--- src/logic/mpo_pkg.sv ---
// Package with constants for the meter pulse output unit
// Contract
// - Two independent pulse outputs, first and second, on the communication module.
// - Each output repeats increments of heat, cooling or volume counter.
// - Meter type fixes default sources: heat/vol, heat/cool, cool/vol, vol/vol.
// - Source assignment follows meter type only; not changeable after delivery. Codes 73, 82, 83 force volume on the first output.
// - Pulse weight is one least significant displayed digit of the source; codes 73 and 83 make it four volume steps on the first output.
// - Pulse duration code selects duration; defaults to 95.
// - Codes 73, 82, 83 give volume divider modes on first output.
// - Code 95 gives 32 ms pulses, code 96 gives 100 ms pulses.
// - Code 99 stops counter pulses; outputs follow control commands only.
// - Controlled mode: OFF opens the output, ON closes it.
// - Present state of each output is readable through registers.
// - Every controlled state change is stored; restored after power-on reset.
package mpo_pkg;
	localparam int CLK_MHZ = 250;
	localparam logic [7:0] PDC_V4_5MS = 8'h49;
	localparam logic [7:0] PDC_V1_3MS9 = 8'h52;
	localparam logic [7:0] PDC_V4_22MS = 8'h53;
	localparam logic [7:0] PDC_32MS = 8'h5F;
	localparam logic [7:0] PDC_100MS = 8'h60;
	localparam logic [7:0] PDC_CTRL = 8'h63;
	localparam logic [7:0] PDC_RESET = PDC_32MS;
	// Durations in microseconds
	localparam int T5_US = 5000;
	localparam int T3M9_US = 3900;
	localparam int T22_US = 22000;
	localparam int T32_US = 32000;
	localparam int T100_US = 100000;
	localparam logic [31:0] CYC_5MS = 32'(T5_US * CLK_MHZ);
	localparam logic [31:0] CYC_3M9 = 32'(T3M9_US * CLK_MHZ);
	localparam logic [31:0] CYC_22MS = 32'(T22_US * CLK_MHZ);
	localparam logic [31:0] CYC_32MS = 32'(T32_US * CLK_MHZ);
	localparam logic [31:0] CYC_100MS = 32'(T100_US * CLK_MHZ);
	localparam logic [1:0] DIV_VOL4 = 2'h3;
	// Register byte addresses
	localparam logic [3:0] ADDR_CODE = 4'h0;
	localparam logic [3:0] ADDR_CTRL = 4'h4;
	localparam logic [3:0] ADDR_STAT = 4'h8;
	localparam logic [3:0] ADDR_TYPE = 4'hC;
	localparam logic [31:0] RD_UNMAPPED = 32'hDEADBEEF;
	typedef enum logic [1:0] {
		MPO_SRC_HEAT = 2'b00,
		MPO_SRC_COOL = 2'b01,
		MPO_SRC_VOL = 2'b10
	} mpo_src_t;
	typedef enum logic [1:0] {
		MPO_IDLE = 2'b00,
		MPO_ON = 2'b01,
		MPO_GAP = 2'b10
	} mpo_state_t;
endpackage

--- src/logic/mpo_channel.sv ---
// One pulse output channel: queues increments and emits timed closed pulses
module mpo_channel
	import mpo_pkg::*;
(
	input wire logic mclk,
	input wire logic rst,
	input wire logic incr,
	input wire logic [1:0] divMask,
	input wire logic [31:0] pulseCycles,
	input wire logic enable,
	output logic pulseOn
);
	mpo_state_t state_reg;
	logic [31:0] timer_reg;
	logic [15:0] pend_reg;
	logic [1:0] div_reg;
	logic divHit;
	logic take;

	assign divHit = incr && ((div_reg & divMask) == divMask);
	assign take = (state_reg == MPO_IDLE) && (pend_reg != 16'h0000) && enable;

	always_ff @(posedge mclk) begin
		if (rst || !enable) begin
			div_reg <= 2'h0;
		end else if (incr) begin
			div_reg <= div_reg + 2'h1;
		end
	end

	// Pending increments; a new one and a take can meet in the same cycle
	always_ff @(posedge mclk) begin
		if (rst || !enable) begin
			pend_reg <= 16'h0000;
		end else begin
			pend_reg <= pend_reg + 16'(divHit && pend_reg != 16'hFFFF) - 16'(take);
		end
	end

	always_ff @(posedge mclk) begin
		if (rst || !enable) begin
			state_reg <= MPO_IDLE;
			timer_reg <= 32'h0;
		end else begin
			case (state_reg)
				MPO_IDLE: begin
					if (take) begin
						state_reg <= MPO_ON;
						timer_reg <= pulseCycles - 32'h1;
					end
				end
				MPO_ON: begin
					if (timer_reg == 32'h0) begin
						state_reg <= MPO_GAP;
						timer_reg <= pulseCycles - 32'h1;
					end else begin
						timer_reg <= timer_reg - 32'h1;
					end
				end
				MPO_GAP: begin
					if (timer_reg == 32'h0) begin
						state_reg <= MPO_IDLE;
					end else begin
						timer_reg <= timer_reg - 32'h1;
					end
				end
				default: state_reg <= MPO_IDLE;
			endcase
		end
	end

	assign pulseOn = (state_reg == MPO_ON);
endmodule

--- src/logic/mpo_pulse_output.sv ---
// Top of the meter pulse output unit with Avalon-MM registers
//
// Local design decisions: the placing of the registers and the Avalon-MM slave port.
module mpo_pulse_output
	import mpo_pkg::*;
(
	input wire logic mclk,
	input wire logic rst,
	input wire logic [3:0] avs_address,
	input wire logic avs_read,
	input wire logic avs_write,
	input wire logic [31:0] avs_writedata,
	input wire logic [3:0] avs_byteenable,
	output logic [31:0] avs_readdata,
	output logic avs_waitrequest,
	input wire logic [3:0] meterType,
	input wire logic heatEnergyIncr,
	input wire logic coolingEnergyIncr,
	input wire logic volumeIncr,
	input wire logic [1:0] nvStoredState,
	output logic [1:0] nvWriteData,
	output logic nvWriteStrobe,
	output logic outFirst,
	output logic outSecond
);
	logic [7:0] pulseDurationCode_reg;
	logic [1:0] ctrlState_reg;
	logic restored_reg;
	logic [3:0] type_reg;
	logic typeLatched_reg;
	logic ack_reg;
	mpo_src_t srcFirst;
	mpo_src_t srcSecond;
	logic [31:0] pulseCycles;
	logic [1:0] divFirst;
	logic controlled;
	logic validCode;
	logic incrFirst;
	logic incrSecond;
	logic pulseFirst;
	logic pulseSecond;
	logic wrCode;
	logic wrCtrl;
	logic access;

	assign access = (avs_read || avs_write) && !ack_reg;
	// Writes land at the edge where waitrequest is seen low
	assign wrCode = avs_write && ack_reg && avs_address == ADDR_CODE && avs_byteenable[0];
	assign wrCtrl = avs_write && ack_reg && avs_address == ADDR_CTRL && avs_byteenable[0];

	// Meter type caught once after reset, then frozen
	always_ff @(posedge mclk) begin
		if (rst) begin
			typeLatched_reg <= 1'b0;
			type_reg <= 4'h0;
		end else if (!typeLatched_reg) begin
			typeLatched_reg <= 1'b1;
			type_reg <= meterType;
		end
	end

	always_comb begin
		case (type_reg)
			4'h1, 4'h2, 4'h4: begin
				srcFirst = MPO_SRC_HEAT;
				srcSecond = MPO_SRC_VOL;
			end
			4'h3, 4'h6: begin
				srcFirst = MPO_SRC_HEAT;
				srcSecond = MPO_SRC_COOL;
			end
			4'h5: begin
				srcFirst = MPO_SRC_COOL;
				srcSecond = MPO_SRC_VOL;
			end
			default: begin
				srcFirst = MPO_SRC_VOL;
				srcSecond = MPO_SRC_VOL;
			end
		endcase
	end

	// Volume divider modes force volume on the first output
	assign incrFirst = (divFirst != 2'h0 || pulseDurationCode_reg == PDC_V1_3MS9) ? volumeIncr :
		(srcFirst == MPO_SRC_HEAT) ? heatEnergyIncr :
		(srcFirst == MPO_SRC_COOL) ? coolingEnergyIncr : volumeIncr;
	// One of three counters per output; one pulse per displayed digit step
	assign incrSecond = (srcSecond == MPO_SRC_HEAT) ? heatEnergyIncr :
		(srcSecond == MPO_SRC_COOL) ? coolingEnergyIncr : volumeIncr;

	// Duration from code; 5, 3.9, 22, 32 and 100 ms
	always_comb begin
		divFirst = 2'h0;
		validCode = 1'b1;
		case (pulseDurationCode_reg)
			PDC_V4_5MS: begin
				pulseCycles = CYC_5MS;
				divFirst = DIV_VOL4;
			end
			PDC_V1_3MS9: pulseCycles = CYC_3M9;
			PDC_V4_22MS: begin
				pulseCycles = CYC_22MS;
				divFirst = DIV_VOL4;
			end
			PDC_100MS: pulseCycles = CYC_100MS;
			PDC_32MS, PDC_CTRL: pulseCycles = CYC_32MS;
			default: begin
				pulseCycles = CYC_32MS;
				validCode = 1'b0;
			end
		endcase
	end

	assign controlled = (pulseDurationCode_reg == PDC_CTRL);

	mpo_channel chanFirst (
		.mclk(mclk),
		.rst(rst),
		.incr(incrFirst),
		.divMask(divFirst),
		.pulseCycles(pulseCycles),
		.enable(!controlled && validCode),
		.pulseOn(pulseFirst)
	);

	mpo_channel chanSecond (
		.mclk(mclk),
		.rst(rst),
		.incr(incrSecond),
		.divMask(2'h0),
		.pulseCycles(pulseCycles),
		.enable(!controlled && validCode),
		.pulseOn(pulseSecond)
	);

	// Code rewritable by software; unlisted codes rejected
	always_ff @(posedge mclk) begin
		if (rst) begin
			pulseDurationCode_reg <= PDC_RESET;
		end else if (wrCode) begin
			case (avs_writedata[7:0])
				PDC_V4_5MS, PDC_V1_3MS9, PDC_V4_22MS, PDC_32MS, PDC_100MS, PDC_CTRL:
					pulseDurationCode_reg <= avs_writedata[7:0];
				default: pulseDurationCode_reg <= pulseDurationCode_reg;
			endcase
		end
	end

	// Restore stored state one cycle after reset, then commands
	always_ff @(posedge mclk) begin
		if (rst) begin
			restored_reg <= 1'b0;
			ctrlState_reg <= 2'h0;
		end else if (!restored_reg) begin
			restored_reg <= 1'b1;
			ctrlState_reg <= nvStoredState;
		end else if (wrCtrl) begin
			ctrlState_reg <= avs_writedata[1:0];
		end
	end

	always_ff @(posedge mclk) begin
		if (rst) begin
			nvWriteStrobe <= 1'b0;
			nvWriteData <= 2'h0;
		end else begin
			nvWriteStrobe <= restored_reg && wrCtrl && avs_writedata[1:0] != ctrlState_reg;
			nvWriteData <= avs_writedata[1:0];
		end
	end

	// ON closes output, OFF opens it
	always_ff @(posedge mclk) begin
		if (rst) begin
			outFirst <= 1'b0;
			outSecond <= 1'b0;
		end else if (controlled) begin
			outFirst <= ctrlState_reg[0];
			outSecond <= ctrlState_reg[1];
		end else begin
			outFirst <= pulseFirst;
			outSecond <= pulseSecond;
		end
	end

	// Bus slave: one wait cycle, answer on second edge
	always_ff @(posedge mclk) begin
		if (rst) begin
			ack_reg <= 1'b0;
			avs_waitrequest <= 1'b1;
		end else begin
			ack_reg <= access;
			avs_waitrequest <= !access;
		end
	end

	always_ff @(posedge mclk) begin
		if (rst) begin
			avs_readdata <= 32'h0;
		end else if (access && avs_read) begin
			case (avs_address)
				ADDR_CODE: avs_readdata <= {24'h0, pulseDurationCode_reg};
				ADDR_CTRL: avs_readdata <= {30'h0, ctrlState_reg};
				ADDR_STAT: avs_readdata <= {29'h0, controlled, outSecond, outFirst};
				ADDR_TYPE: avs_readdata <= {28'h0, type_reg};
				default: avs_readdata <= RD_UNMAPPED;
			endcase
		end
	end
endmodule

--- config.mk ---
export PLATFORM = sky130hd
export DESIGN_NAME = mpo_pulse_output
export DESIGN_NICKNAME = d
export VERILOG_FILES = /design/src/logic/mpo_pkg.sv /design/src/logic/mpo_channel.sv /design/src/logic/mpo_pulse_output.sv
export SDC_FILE = /design/constraint.sdc
export NUM_CORES = 1
export LEC_CHECK = 0
export ABC_CLOCK_PERIOD_IN_PS = 8500
export BUFFER_PORTS_ARGS = -buffer_cell sky130_fd_sc_hd__clkbuf_2
export CAP_MARGIN = 20
export CORE_MARGIN = 1
export CORE_UTILIZATION = 54
export CTS_BUF_LIST = sky130_fd_sc_hd__clkbuf_16
export CTS_CLUSTER_SIZE = 24
export DETAILED_ROUTE_END_ITERATION = 16
export GPL_ROUTABILITY_DRIVEN = 0
export HOLD_SLACK_MARGIN = 0.03
export PLACE_DENSITY = 0.76
export SLEW_MARGIN = 20
export SYNTH_ARGS = -nofsm -noshare
export SYNTH_HDL_FRONTEND = slang
export SYNTH_SLANG_ARGS = --single-unit
--- constraint.sdc ---
create_clock -name mclk -period 8.5 [get_ports mclk]
set_input_delay 1.275 -clock mclk [delete_from_list [all_inputs] [get_ports mclk]]
set_output_delay 1.275 -clock mclk [all_outputs]
set_load 0.1 [all_outputs]
* Word level (Yosys, flattened, before mapping)
Index checks and enable logic that the tools add are counted. W data, S select, Z words.
Storage, ports and cells: output and inout bits 38, flip-flop bits (word level) 156, input port bits 53, word-level logic and storage cells 145
Cells by class: equality and inequality tests 40, mux-type cells 32, reductions and logical operators 46, add/sub/neg operators 8, bitwise gates (word level) 1
Operator list (count):
- $mux W32 | 6
- $pmux W32 S3 | 2
- $pmux W32 S4 | 1
- $pmux W25 S4 | 1
- $eq A8 B7 Y1 const B | 12
- $logic_not A32 Y1 | 2
- $sub A32 B1 Y32 const B | 2
- $add A16 B1 Y16 | 2
- $ne A16 B16 Y1 const B | 2
- $reduce_bool A16 Y1 | 2
- $sub A16 B1 Y16 | 2
- $sub A25 B1 Y26 const B | 1
- $mux W2 | 10
- $logic_and A1 B1 Y1 | 17
- $eq A4 B3 Y1 const B | 4
- $ne A2 B1 Y1 const B | 7
- $pmux W2 S3 | 2
- $reduce_and A3 Y1 | 4
- $reduce_or A6 Y1 | 2
- $mux W1 | 9
- $eq A2 B1 Y1 const B | 4
- $eq A4 B2 Y1 const B | 2
- $eq A4 B4 Y1 const B | 2
- $logic_not A2 Y1 | 4
- 16 further kinds | 25

* Longest topological paths before layout
depth in word-level cells 11, gate-level depth with buffers 17, gate-level depth less buffers 17

* Cells and area by module
From an unflattened synthesis, not the netlist that was laid out.
Unflattened totals: cells, all modules 1299, area, all modules 10607.7 um^2
Modules (own cells, without submodules):
- mpo_channel at chanFirst | instances 1, cells an instance 569, seq. area each 1041.0 um^2, area each 4560.6 um^2
- mpo_channel at chanSecond | instances 1, cells an instance 520, seq. area each 1041.0 um^2, area each 4201.5 um^2
- mpo_pulse_output | instances 1, cells an instance 210, seq. area each 620.6 um^2, area each 1845.5 um^2

* Worst setup path after synthesis
OpenSTA, ideal clock, no wires.
path type input -> register, start in coolingEnergyIncr, end reg chanFirst.pend_reg[12], cell stages on the path 14, library setup time 0.119 ns, slack 4.677 ns, data required time 8.381 ns, arrival time 3.703 ns, buffers on the path 0, path through nand2b_1 > o22ai_1 > a21oi_1 > o32a_1 > o311a_1 > ha_1 > fa_1 > a21oi_1 > o21ba_2 > o21ai_0 > and2_1 > a311o_1 > o21ai_0 > a21oi_1
Between the ends: longest elaborated chain between the ends 7
Ends and longest elaborated chain:
- start: declaration | line mpo_pulse_output.sv:18 | input wire logic coolingEnergyIncr,
- $mux W1 | line mpo_pulse_output.sv:86 | (srcFirst == MPO_SRC_COOL) ? coolingEnergyIncr : volumeIncr;
- $mux W1 | line mpo_pulse_output.sv:85 | (srcFirst == MPO_SRC_HEAT) ? heatEnergyIncr :
- $mux W1 | line mpo_pulse_output.sv:84 | assign incrFirst = (divFirst != 2'h0 || pulseDurationCode_reg == PDC_V1_3MS9) ? volumeIncr :
- $logic_and A1 B1 Y1 | line mpo_channel.sv:20 | assign divHit = incr && ((div_reg & divMask) == divMask);
- $logic_and A1 B1 Y1 | line mpo_channel.sv:36 | pend_reg <= pend_reg + 16'(divHit && pend_reg != 16'hFFFF) - 16'(take);
- $add A16 B1 Y16 | line mpo_channel.sv:36
- $sub A16 B1 Y16 | line mpo_channel.sv:36
- end signal: assignment | line mpo_channel.sv:36
- end: declaration | line mpo_channel.sv:15 | logic [15:0] pend_reg;
No other way between the ends. A chain may end at the register's enable or synchronous reset.

* Final worst setup path
start reg pulseDurationCode_reg[5], end reg chanSecond.pend_reg[14]
Between the ends: longest elaborated chain between the ends 6, elaborated cells on any way between the ends 14, those cells by class 1 x add/sub; 6 x eq/ne; 1 x mux; 6 x reduce/logical
Ends and longest elaborated chain:
- start: declaration | line mpo_pulse_output.sv:26 | logic [7:0] pulseDurationCode_reg;
- start signal: assignment | line mpo_pulse_output.sv:143 | pulseDurationCode_reg <= avs_writedata[7:0];
- start signal: assignment | line mpo_pulse_output.sv:144 | default: pulseDurationCode_reg <= pulseDurationCode_reg;
- $eq A8 B7 Y1 (on tied branches) | line mpo_pulse_output.sv:95, mpo_pulse_output.sv:114
- $reduce_or A6 Y1 (no source line)
- $mux W1 | line mpo_pulse_output.sv:95 | case (pulseDurationCode_reg)
- $logic_and A1 B1 Y1 * | line mpo_pulse_output.sv:132 | .enable(!controlled && validCode),
- $logic_and A1 B1 Y1 or $logic_not A1 Y1 (tied branches) | line mpo_channel.sv:21, mpo_channel.sv:33
- $sub A16 B1 Y16 or $logic_or A1 B1 Y1 (tied branches) | line mpo_channel.sv:36, mpo_channel.sv:33
- end signal: assignment | line mpo_channel.sv:36
- end: declaration | line mpo_channel.sv:15
Every way passes the cells marked *; elsewhere a longest branch is shown, timed or not.

==> out/metrics.yaml <==
grt:
  overflow: 0
  antenna_found_initial: 0
  grt_use_total: 0.261
  grt_pass1_wl_mm: 34.8
  grt_max_degree: 75
  grt_pass1_vias: 7376
synth:
  ys_warn_count: 0
  synth.distinct_cells: 81
  synth_area_leaders: "dfxtp_1 31%, ha_1 11%, nor2_1 6.3%"
  ys.flop_type: "dfxtp_1"
  synth_edf_count: 0
  synth_top_cells_by_count: "145 x nor2_1, 133 x dfxtp_1, 90 x o21ai_0"
  yosysMostFrequentCell: "nor2_1"
  avgSynthCellArea_um2: 8.04
  syn_inst: 1078
  yosysTopAreaCellShare: 0.307
  async_flop_share: 0
  synth_top_area_cell: "dfxtp_1"
  synth_area_mm2: 0.00867
  yosysSeqAreaShare: 0.307
  ys_ff_latch: 133
setup_path:
  cp-start-kind: "flop"
  timing.rr.start: "pulseDurationCode_reg[5]"
  crit_slowest_cell: "nand3_1"
  cp_slowest_stage_delay_ns: 0.41
  cp_cell_sequence: "nor3b_2, nand3_1, and3_1, nor3b_1, ha_1, inv_1, ha_1, inv_1, fa_1, nor2b_1, o21ai_0, nand4_1, a31oi_1, a221oi_1, xnor2_1, nor2_1"
  path_class: "flop to flop"
  critPathLaunch: "pulseDurationCode_reg[5]"
  cp_num_buf_inv: 2
  critPathTopFamily: "simple AND/OR/NAND/NOR gates"
  endpoint_kind: "flop"
  critical_path_arrival_ns: 4.25
  cp.depth: 16
  ff2ff_path_depth: 16
  crit_required_ns: 8.78
  cp_max_fo: 11
routing:
  wl_mm: 20.6
  wl_per_cell_um: 15.5
  num_vias: 7803
  drtIter0Drc: 622
  viasPerCell: 5.89
  final_antenna_net_count: 0
  firstDrtPassIters: 5
  drc: 0
sta:
  fin_crit_sh: 0.467
  grt_setup_unrepaired: "false"
  slew_viol_final: 0
  hold_viol_final: 0
  finalCriticalPeriod_ns: 3.97
  worst_pin_slew_ns: 0.980
  fin_tns_setup_ns: 0
  setup_viol: 0
  clock_skew_ns: 0.00975
  fmax_mhz: 252
  slew_headroom: 0.344
cells_and_area:
  finish.utilization: 0.616
  syn2layout_area_growth_pct: 9.72
  final_nets: 1228
  diodes: 0
  drive_gt1_frac: 0.111
clock_network:
  cts_buffers: 17
  cts_tree: "done"
  post_cts_buffers: 0
  ctsResizeCount: 0
  cts-root-buf: "clkbuf_16"
  cts.htree.levels: 4
  postCtsHoldBufs: 0
  clk_latency_ns: 0.43
  path_clk_slew_ns: 0.06
  clkSinkCount: 133
  clockBufferDepth: 2
power:
  leakagePower_uw: 0.00397
  p_per_area_mw_per_mm2: 312
  power_uw: 2960
  peakVddDrop_v: 0.000308
floorplanning:
  die_x_um: 129
  die_h_um: 129
  start_util: 0.562
  io_pins: 91
  dieArea_mm2: 0.0166
  num_rows: 45
  coreArea_mm2: 0.0154
placed_design:
  dpl.hpwl_mm: 14.1
  port-buffer-count: 56
min_path:
  hold_class: "flop to flop"
  hp-start: "chanSecond.timer_reg[17]"
  whs_path_depth: 2
run_status:
  status: "finished clean"
flow_run:
  maxCapViolations: 0
-- per-stage QoR --
step / hold slack (ns) / setup slack [ns] / cell area [um2] / cells
floorplan: 0.425 / 4.68 / 8690 / 1084
global placement: 0.440 / 4.35 / 8890 / 1292
detailed placement: 0.461 / 4.31 / 8890 / 1292
CTS: 0.464 / 4.54 / 9500 / 1324
global route: 0.481 / 4.21 / 9510 / 1324
finish: 0.455 / 4.53 / 9510 / 1324
-- final timing paths --
kind	end	slack (ns)
worst max-delay path	chanSecond.pend_reg[14]	4.53
worst min-delay path	chanSecond.timer_reg[17]	0.45
worst max register to register	chanSecond.pend_reg[14]	4.53
worst min register to register	chanSecond.timer_reg[17]	0.45
-- cells by family (layout without fill, tap and decap cells) --
group           Yosys count  in the layout  share of synthesized area
buf+inv                 130            159                     0.0732
fa+ha+maj                75             75                      0.110
flops                   133            133                      0.307
mux                      18             18                     0.0238
compound gates          288            288                      0.213
other cells               1              7                   0.000433
simple gates            396            396                      0.235
xor+xnor                 37             37                     0.0374
-- cells in the final DEF (no fill, tap or decap), types with 5 or more instances in the layout --
cell        count
or3_1          15
and2_1         13
nand2_1        57
nor2b_1        10
inv_1          65
nor3b_1         8
buf_4           6
a32o_1         19
o32ai_1         8
or4_1          10
nor3_1         39
o21bai_1        6
mux2i_1        15
nand2b_1       11
xnor2_1        20
clkbuf_16      17
dfxtp_1       133
nand3_1        23
and3_1          8
a31oi_1         7
nand3b_1        9
o211ai_1        5
clkinvlp_4      6
xor2_1         17
or2_2           5
o21ai_0        90
a21oi_1        73
o21ai_1        10
nor2_1        144
o22ai_1        14
ha_1           73
nand4_1         9
a22oi_1         9
clkbuf_2       56
nor4_1         14
conb_1          7
-- final cells by class --
class	instances	area, um2
Fill cell	1366	5920
Multi-Input combinational cell	821	5410
Sequential cell	133	2660
Clock buffer	17	425
Timing Repair Buffer	62	325
Tap cell	211	264
Inverter	65	244
Clock inverter	15	180
-- per-layer routing --
layer  vias to the layer above  global-route usage  share of wire
met2                       215               0.447           0.49
met3                        40              0.0565          0.046
met1                      3645               0.322           0.44
li1                       3903                   -              -
met4                         0              0.0955          0.023
met5                         -                   0              0
-- worst min-delay path, delay by kind of cell, from the launching register on --
kind          cells  cell delay (ns)
simple gates      2             0.10
flops             1             0.30
-- report_power, final --
group / internal, uW / switching, uW / total [uW]
Combinational: 558 / 806 / 1360
Sequential: 738 / 99.2 / 838
Clock: 462 / 299 / 761
Note: power is estimated with default switching activity, not from simulation.
